[config.mk]
export PLATFORM = sky130hd
export DESIGN_NAME = stp_converter
export DESIGN_NICKNAME = d
export VERILOG_FILES = /design/src/rtl/stp_slip_det.v /design/src/rtl/stp_shifter.v /design/src/rtl/stp_converter.v
export VERILOG_INCLUDE_DIRS = /design/src /design/src/rtl
export SDC_FILE = /design/constraint.sdc
export NUM_CORES = 1
export LEC_CHECK = 0
export BUFFER_PORTS_ARGS = -buffer_cell sky130_fd_sc_hd__clkbuf_2
export CAP_MARGIN = 20
export CORE_MARGIN = 5
export CORE_UTILIZATION = 54
export CTS_BUF_LIST = sky130_fd_sc_hd__clkbuf_8
export CTS_CLUSTER_DIAMETER = 50
export DETAILED_ROUTE_END_ITERATION = 16
export PLACE_DENSITY = 0.95
export SETUP_SLACK_MARGIN = 0.3
export SYNTH_ARGS = -nofsm -noshare
export SYNTH_HDL_FRONTEND = slang
export SYNTH_SLANG_ARGS = --single-unit
[constraint.sdc]
create_clock -name mclk -period 4.3 [get_ports mclk]
set_clock_uncertainty 0.2 [all_clocks]
set_input_delay 1.075 -clock mclk [delete_from_list [all_inputs] [get_ports mclk]]
set_output_delay 1.075 -clock mclk [all_outputs]
set_load 0.05 [all_outputs]
[src/rtl/stp_defines.vh]
/*
 defines for the serial to parallel converter: widths, control bits,
 slip and register map. assumes inclusion by bare name from rtl/.
*/
`ifndef STP_DEFINES_VH
`define STP_DEFINES_VH

`define STP_WORD_W        4
`define STP_DIV_W         3
`define STP_SLIP_MIN      2
`define STP_SLIP_CNT_W    2

`define STP_ADDR_CTRL     12'h000
`define STP_ADDR_STAT     12'h004
`define STP_ADDR_WORD     12'h008
`define STP_ADDR_SLIPS    12'h00C

`define STP_CTRL_SEL      0
`define STP_CTRL_MODE     1
`define STP_CTRL_SLIP     2
`define STP_CTRL_RST_VAL  32'h0000_0001

`define STP_STAT_PHASE_LO 0
`define STP_STAT_PHASE_HI 2

`endif

[src/rtl/stp_slip_det.v]
/*
 bit slip detector: synchronises the slip request and emits one pulse
 per request that stayed high for the least width.
 assumes one clock mclk and async reset rst.
*/
`timescale 1ns/1ps
`include "stp_defines.vh"

module stp_slip_det #(
  parameter MIN_W = `STP_SLIP_MIN
) (
  input  wire mclk,
  input  wire rst,
  input  wire slip_in,
  output wire slip_go
);
  reg                       sync1_q;
  reg                       sync2_q;
  reg [`STP_SLIP_CNT_W-1:0] width_q;
  reg                       done_q;

  // two stage synchroniser
  always @(posedge mclk or posedge rst) begin
    if (rst) begin
      sync1_q <= 1'b0;
      sync2_q <= 1'b0;
    end else begin
      sync1_q <= slip_in;
      sync2_q <= sync2_q ^ (sync1_q ^ sync2_q);
    end
  end

  // count the pulse width, fire once per pulse
  always @(posedge mclk or posedge rst) begin
    if (rst) begin
      width_q <= {`STP_SLIP_CNT_W{1'b0}};
      done_q  <= 1'b0;
    end else if (!sync2_q) begin
      width_q <= {`STP_SLIP_CNT_W{1'b0}};
      done_q  <= 1'b0;
    end else if (!done_q) begin
      width_q <= width_q + 1'b1;
      if (width_q == MIN_W[`STP_SLIP_CNT_W-1:0] - 2'h1)
        done_q <= 1'b1;
    end
  end

  assign slip_go = sync2_q && !done_q &&
                   (width_q == MIN_W[`STP_SLIP_CNT_W-1:0] - 2'h1);
endmodule

[src/rtl/stp_shifter.v]
/*
 serial shift path: picks the serial input and shifts bits in arrival
 order so the oldest bit of the word sits at bit 0.
 assumes one clock mclk and async reset rst.
*/
`timescale 1ns/1ps
`include "stp_defines.vh"

module stp_shifter #(
  parameter WORD_W = `STP_WORD_W
) (
  input  wire              mclk,
  input  wire              rst,
  input  wire              serial_in_a,
  input  wire              serial_in_b,
  input  wire              src_sel,
  output wire [WORD_W-1:0] shift_word
);
  reg  [WORD_W-1:0] shift_q;
  wire              bit_in;

  assign bit_in = src_sel ? serial_in_a : serial_in_b;

  // new bit enters at the top, older bits move toward bit 0
  always @(posedge mclk or posedge rst) begin
    if (rst)
      shift_q <= {WORD_W{1'b0}};
    else
      shift_q <= {bit_in, shift_q[WORD_W-1:1]};
  end

  // word as it stands after this edge, so the load edge's bit is kept
  assign shift_word = {bit_in, shift_q[WORD_W-1:1]};
endmodule

[src/rtl/stp_converter.v]
/*
 serial to parallel converter top: shift path, divide by 4 and 8 clocks,
 bit slip, 4 bit word loaded every 4 or 8 clocks and an apb register slave.
 assumes serial data and all pins synchronous to mclk, async reset rst.
*/
// Design decisions made here: register access over APB and the placing of the registers.
`timescale 1ns/1ps
`include "stp_defines.vh"

module stp_converter #(
  parameter WORD_W = `STP_WORD_W
) (
  input  wire              mclk,
  input  wire              rst,
  input  wire              serial_in_a,
  input  wire              serial_in_b,
  input  wire              src_sel,
  input  wire              conv_mode,
  input  wire              bit_slip_pulse,
  input  wire              global_clear,
  output reg  [WORD_W-1:0] parallel_out,
  output wire              quarter_rate_clock,
  output wire              quarter_rate_clock_n,
  output wire              eighth_rate_clock,
  output wire              eighth_rate_clock_n,
  output wire              word_strobe,
  input  wire              psel,
  input  wire              penable,
  input  wire              pwrite,
  input  wire [11:0]       paddr,
  input  wire [31:0]       pwdata,
  output reg  [31:0]       prdata,
  output wire              pready,
  output wire              pslverr
);
  localparam [`STP_DIV_W-1:0] PH_ZERO = 3'h0;
  localparam [`STP_DIV_W-1:0] PH_LAST = 3'h7;

  reg  [31:0]            ctrl_q;
  reg  [`STP_DIV_W-1:0]  phase_q;
  reg  [`STP_DIV_W-1:0]  phase_d;
  reg  [15:0]            slips_q;
  reg                    q4_q;
  reg                    q8_q;
  reg                    strobe_q;
  wire [WORD_W-1:0]      shift_word;
  wire                   slip_go;
  wire                   use_sel;
  wire                   use_mode;
  wire                   slip_req;
  wire                   clr;
  wire                   wr_en;
  wire                   load;

  function hit;
    input [11:0] a;
    input [11:0] ref_a;
    begin
      hit = (a == ref_a);
    end
  endfunction

  // pins or control register steer the datapath
  assign use_sel  = src_sel | ctrl_q[`STP_CTRL_SEL];
  assign use_mode = conv_mode | ctrl_q[`STP_CTRL_MODE];
  assign slip_req = bit_slip_pulse | ctrl_q[`STP_CTRL_SLIP];
  assign clr      = global_clear;

  stp_shifter #(
    .WORD_W      (WORD_W)
  ) u_shift (
    .mclk        (mclk),
    .rst         (rst),
    .serial_in_a (serial_in_a),
    .serial_in_b (serial_in_b),
    .src_sel     (use_sel),
    .shift_word  (shift_word)
  );

  stp_slip_det #(
    .MIN_W   (`STP_SLIP_MIN)
  ) u_slip (
    .mclk    (mclk),
    .rst     (rst),
    .slip_in (slip_req),
    .slip_go (slip_go)
  );

  // divider phase; a slip holds the phase for one clock
  always @* begin
    if (clr)
      phase_d = PH_ZERO;
    else if (slip_go)
      phase_d = phase_q;
    else
      phase_d = phase_q + 3'h1;
  end

  always @(posedge mclk or posedge rst) begin
    if (rst)
      phase_q <= PH_ZERO;
    else
      phase_q <= phase_d;
  end

  // divided clocks from phase bits
  always @(posedge mclk or posedge rst) begin
    if (rst) begin
      q4_q <= 1'b0;
      q8_q <= 1'b0;
    end else begin
      q4_q <= phase_d[1];
      q8_q <= phase_d[2];
    end
  end

  assign quarter_rate_clock   = q4_q;
  assign quarter_rate_clock_n = ~q4_q;
  assign eighth_rate_clock    = q8_q;
  assign eighth_rate_clock_n  = ~q8_q;

  // word complete at end of the divider cycle
  assign load = !clr && !slip_go &&
                (use_mode ? (phase_q == PH_LAST)
                          : (phase_q[1:0] == 2'h3));

  always @(posedge mclk or posedge rst) begin
    if (rst) begin
      parallel_out <= {WORD_W{1'b0}};
      strobe_q     <= 1'b0;
    end else begin
      strobe_q <= load;
      if (clr)
        parallel_out <= {WORD_W{1'b0}};
      else if (load)
        parallel_out <= shift_word;
    end
  end

  assign word_strobe = strobe_q;

  // apb slave, zero wait
  assign pready  = 1'b1;
  assign pslverr = 1'b0;
  assign wr_en   = psel && penable && pwrite;

  always @(posedge mclk or posedge rst) begin
    if (rst)
      ctrl_q <= `STP_CTRL_RST_VAL;
    else if (wr_en && hit(paddr, `STP_ADDR_CTRL))
      ctrl_q <= {29'h0, pwdata[2:0]};
  end

  // slip counter, cleared by write
  always @(posedge mclk or posedge rst) begin
    if (rst)
      slips_q <= 16'h0000;
    else if (slip_go)
      slips_q <= slips_q + 16'h0001;
    else if (wr_en && hit(paddr, `STP_ADDR_SLIPS))
      slips_q <= 16'h0000;
  end

  always @(posedge mclk or posedge rst) begin
    if (rst)
      prdata <= 32'h0000_0000;
    else if (psel && !penable && !pwrite) begin
      if (hit(paddr, `STP_ADDR_CTRL))
        prdata <= ctrl_q;
      else if (hit(paddr, `STP_ADDR_STAT))
        prdata <= {26'h0, q8_q, q4_q, use_mode, phase_q};
      else if (hit(paddr, `STP_ADDR_WORD))
        prdata <= {{(32-WORD_W){1'b0}}, parallel_out};
      else if (hit(paddr, `STP_ADDR_SLIPS))
        prdata <= {16'h0000, slips_q};
      else
        prdata <= 32'h0000_0000;
    end
  end
endmodule

# --- After elaboration in Yosys (flattened, before gate mapping) ---
# Index checks and enable logic that the tools add are counted.
classes:
  addsub: 3
  n_eq_ne: 8
  n_mux: 17
  bitwise_logic: 7
  reduce_logical: 18
ops:
  columns: ["operator", "n"]
  rows:
  - ["16-bit 2-to-1 mux", 6]
  - ["12-bit by 4-bit equality test with 1-bit output, second input constant", 2]
  - ["16-bit by 1-bit adder with 16-bit output, second input constant", 1]
  - ["12-bit by 3-bit equality test with 1-bit output, second input constant", 1]
  - ["12-bit zero test", 1]
  - ["1-bit logical AND", 10]
  - ["4-bit 2-to-1 mux", 2]
  - ["3-bit 2-to-1 mux", 2]
  - ["1-bit zero test", 5]
  - ["1-bit 2-to-1 mux", 5]
  - ["2-bit 2-to-1 mux", 2]
  - ["2-bit inequality test, second input constant", 2]
  - ["2-bit nonzero test", 2]
  - ["3-bit by 1-bit adder with 3-bit output, second input constant", 1]
  - ["3-bit equality test, second input constant", 1]
  - ["1-bit OR", 3]
  - ["2-bit by 1-bit adder with 2-bit output, second input constant", 1]
  - ["2-bit by 1-bit equality test with 1-bit output, second input constant", 1]
  - ["2-bit equality test, second input constant", 1]
  - ["1-bit inverter", 2]
  - ["1-bit XOR", 2]
totals:
  reg_bits: 70
  input_bits: 55
  word_cells: 67

# --- Depth between registers and ports, before layout ---
depth:
  ltp_word: 8
  mapped_depth: 7

# --- Modules after synthesis ---
# From an unflattened synthesis, not the netlist that was laid out.
unflattened:
  hier_cells: 233
  area_unflattened_um2: 2602.5
by_module_without_submodules:
  columns: ["module", "instances", "cells_each", "area_each_um2", "seq_area_each_um2"]
  rows:
  - ["stp_converter", 1, 210, 2301.0, 1077.3]
  - ["stp_slip_det", 1, 17, 200.2, 125.1]
  - ["stp_shifter", 1, 6, 101.3, 75.1]

# --- Worst setup path before layout ---
# No wires, ideal clock.
synth_timing:
  path_kind: "in2reg"
  start: "input port paddr[9]"
  end: "register ctrl_q[1]"
  setup_ns: 0.125
  arrival_ns: 2.271
  t_required_ns: 3.975
  path_slack_ns: 1.704
  path_stages: 4
  path_buffers: 0
  path_cell_list: "nor4_2 -> nand4_2 -> or3_4 -> mux2_2"
synth_between:
  elab_chain_cells: 2
synth_rtl:
  columns: ["item", "line_no", "rtl"]
  rows:
  - ["start: declaration", "stp_converter.v:30", "input wire [11:0] paddr,"]
  - ["12-bit zero test", "stp_converter.v:59", "hit = (a == ref_a);"]
  - ["1-bit logical AND", "stp_converter.v:150", "else if (wr_en && hit(paddr, `STP_ADDR_CTRL))"]
  - ["end signal: assignment", "stp_converter.v:149", "ctrl_q <= `STP_CTRL_RST_VAL;"]
  - ["end signal: assignment", "stp_converter.v:151", "ctrl_q <= {29'h0, pwdata[2:0]};"]
  - ["end: declaration", "stp_converter.v:39", "reg [31:0] ctrl_q;"]
# No other way between the ends.
# A chain may end at the register's enable or synchronous reset.

# --- Worst setup path in the final report ---
layout_timing:
  start: "input port paddr[9]"
  end: "register slips_q[0]"
layout_between:
  elab_chain_cells: 3
layout_rtl:
  columns: ["item", "line_no", "rtl"]
  rows:
  - ["12-bit by 4-bit equality test with 1-bit output", "stp_converter.v:59", null]
  - ["1-bit logical AND", "stp_converter.v:160", "else if (wr_en && hit(paddr, `STP_ADDR_SLIPS))"]
  - ["2-bit nonzero test (no line)", null, null]
  - ["end signal: assignment", "stp_converter.v:159", "slips_q <= slips_q + 16'h0001;"]
  - ["end: declaration", "stp_converter.v:42", "reg [15:0] slips_q;"]
# No other way between the ends.

==> flow_summary.toml <==
[status]
status = "finished, final reports clean"

[timing]
post-route-min-period_ns = 2.67
slew_violations = 0
worst_slew_pin_slew_ns = 0.703
fin_ws_ns = 1.63
hold_ws_ns = 0.154
finalSetupViolCount = 0
hold_viol = 0
rsz0062_at_grt = "no"
relSlewSlack = 0.530
clock.fmax_mhz = 375
fin_crit_sh = 0.620
fin_setup_tns_ns = 0

[global_routing]
grt_pass1_vias = 1871
grt_antenna_before_repair = 0
grt_pass1_wl_um = 8820
grt_max_degree = 52
grt-ovfl-total = 0
grtUsageTotal = 0.179

[setup_path]
critical_path.top_delay_family = "simple AND/OR/NAND/NOR gates"
rrSetupSlack_ns = 2.00
rr_startpoint = "u_slip.width_q[0]$_DFFE_PP0P_"
critPathMaxFanout = 8
r2r_end = "parallel_out[3]$_DFFE_PP0P_"
crit_path_start_kind = "input port"
path_cells = "clkbuf_2, nor4_2, nand4_2, o21ai_1, mux2i_1"
crit_buf_inv = 1
crit_path_top_delay_cell = "o21ai_1"
reg2reg_depth = 4
cp-end-kind = "flop"
worstPathRequired_ns = 4.26
slowest_delay_ns = 0.63
cp.arrival_ns = 2.63
critical_path_class = "input port to flop"

[synth]
ys_warn_count = 0
synth-async-reset-ratio = 1.00
mappedNetlistArea_sq_um = 2530
ys.flop_type = "dfrtp_1"
synth_cell_types = 48
syn-mean-instance-area_sq_um = 11.0
synth_seq_area_share = 0.504
synth_compound_area_frac = 0.109
synth.area.mux_share = 0.0998
syn_inst = 231
synth-xor-area-share = 0.0208
ys_ff_latch = 51
synthSimpleGateAreaFrac = 0.160
synth_edf_count = 0
synthAdderAreaFrac = 0.0198
synth_top_family_by_area = "simple AND/OR/NAND/NOR gates"

[hold_path]
min_from = "u_slip.sync1_q$_DFF_PP0_"
min_to = "u_slip.sync2_q$_DFF_PP0_"
holdPathStages = 0
hp-class = "flop to flop"

[placed_design]
placed_cell_area_sq_um = 2740
numPortBuffers = 50
routabilityCongestion = 0.825
dp_hpwl_um = 3800
placed_cells = 326
dp_worst_setup_slack_ns = 1.36

[power_and_ir_drop]
p_leak_nw = 1.39
power_density_nw_per_um2 = 461
finalPower_mw = 1.32
peakVddDrop_mv = 0.300

[clock_network]
clock_sinks = 51
cts_buffers = 5
cts_root_buf = "clkbuf_8"
post-cts-setup-buffer-count = 0
cts_resized = 0
clk_latency_ns = 0.32
cts_tree = "done"
hold_buffers = 0
clockBufferDepth = 2
clk_pin_slew_ns = 0.09
htree_levels = 2

[die]
die_y_um = 78.5
initial_core_util = 0.547
pin_count = 98
die_w_um = 78.5
core_area_sq_um = 4630
die_area_sq_um = 6160
num_rows = 25

[finish]
layout_common_cells = "50 x dfrtp_1, 50 x clkbuf_2, 23 x nand2_1"
antenna_cells = 0
final_cell_area_sq_um = 2870
fill_cells = 354
postLayoutCoreUtil = 0.619
stdcell_count = 335
layout-area-overhead-vs-synth_pct = 13.2
num-nets-final = 339
drive_gt1_frac = 0.281

[drt]
vias_per_cell = 5.61
dr.first_iter.drc_count = 140
wire_per_inst_um = 15.3
ant_nets = 0
vias = 1881
drt-pass1-iter-count = 4
drc = 0
wirelength_um = 5130

[job]
drv_cap = 0
logic make-up (layout without fill, tap and decap cells):
logic type      Yosys count  count (layout)
compound gates           40              40
xor+xnor                  6               6
fa+ha+maj                 4               4
buf+inv                  35              69
flops                    51              51
mux                      20              20
other cells               2              18
simple gates             73              73
registers in the layout, indices dropped and copies added (netlist names):
signal           flops
prdata              16
u_slip.done_q        1
parallel_out         4
u_slip.sync1_q       1
u_slip.width_q       2
ctrl_q               3
u_shift.shift_q      3
word_strobe          1
u_slip.sync2_q       1
phase_q              3
slips_q             16
synthesized netlist by cell type (all sizes together) (2+ instances only):
cell type   n  area, sq um
o21a        2         15.0
and3        2         12.5
mux2        9          101
nand3b      2         15.0
nor2b       4         25.0
nand3       8         40.0
xnor2       3         26.3
a21oi       5         25.0
o211ai      4         30.0
inv        10         37.5
o31ai       3         22.5
nand2      23         86.3
or4         2         18.8
xor2        3         26.3
nor2       12         45.0
dfrtp      50         1250
nand4       3         25.0
a22o       10         87.6
mux2i       8         80.1
buf        20          154
conb        2         7.51
and2        2         12.5
nor4        3         31.3
mux4        3         71.3
clkbuf      5         18.8
nor3        4         25.0
o21ai      10         50.0
ha          4         50.1
o22ai       2         12.5
or3         3         23.8
where the power goes:
group          switching [mW]  internal [mW]
Combinational           0.223          0.119
Sequential             0.0934          0.554
Clock                   0.160          0.171
cell type report:
class	instances	area, sq um	area share
clock buffers	5	68.8	0.0240
well taps	54	67.6	0.0236
inverters	10	37.5	0.0131
multi-input cells	161	1100	0.385
repair buffers	51	270	0.0942
flip-flops and latches	51	1280	0.445
clock inverters	3	41.3	0.0144
per-layer routing:
layer  vias up  GRT usage  share of wire
met3        12     0.0482          0.071
met1       925      0.216           0.42
met2        63      0.303           0.49
li1        881          -              -
met4         0     0.0682          0.019
met5         -          0              0
how the worst max path moves through the flow:
stage               startpoint                     end  slack, ns  depth (start not counted)
floorplan             paddr[9]   ctrl_q[1]$_DFFE_PP0P_       1.70                          4
global placement      paddr[9]  slips_q[8]$_DFFE_PP0P_       1.37                          5
detailed placement    paddr[9]  slips_q[8]$_DFFE_PP0P_       1.36                          5
CTS                   paddr[9]  slips_q[0]$_DFFE_PP0P_       1.69                          5
global route          paddr[1]  slips_q[8]$_DFFE_PP0P_       1.50                          5
finish                paddr[9]  slips_q[0]$_DFFE_PP0P_       1.63                          5
(Power assumes the default switching activity.)
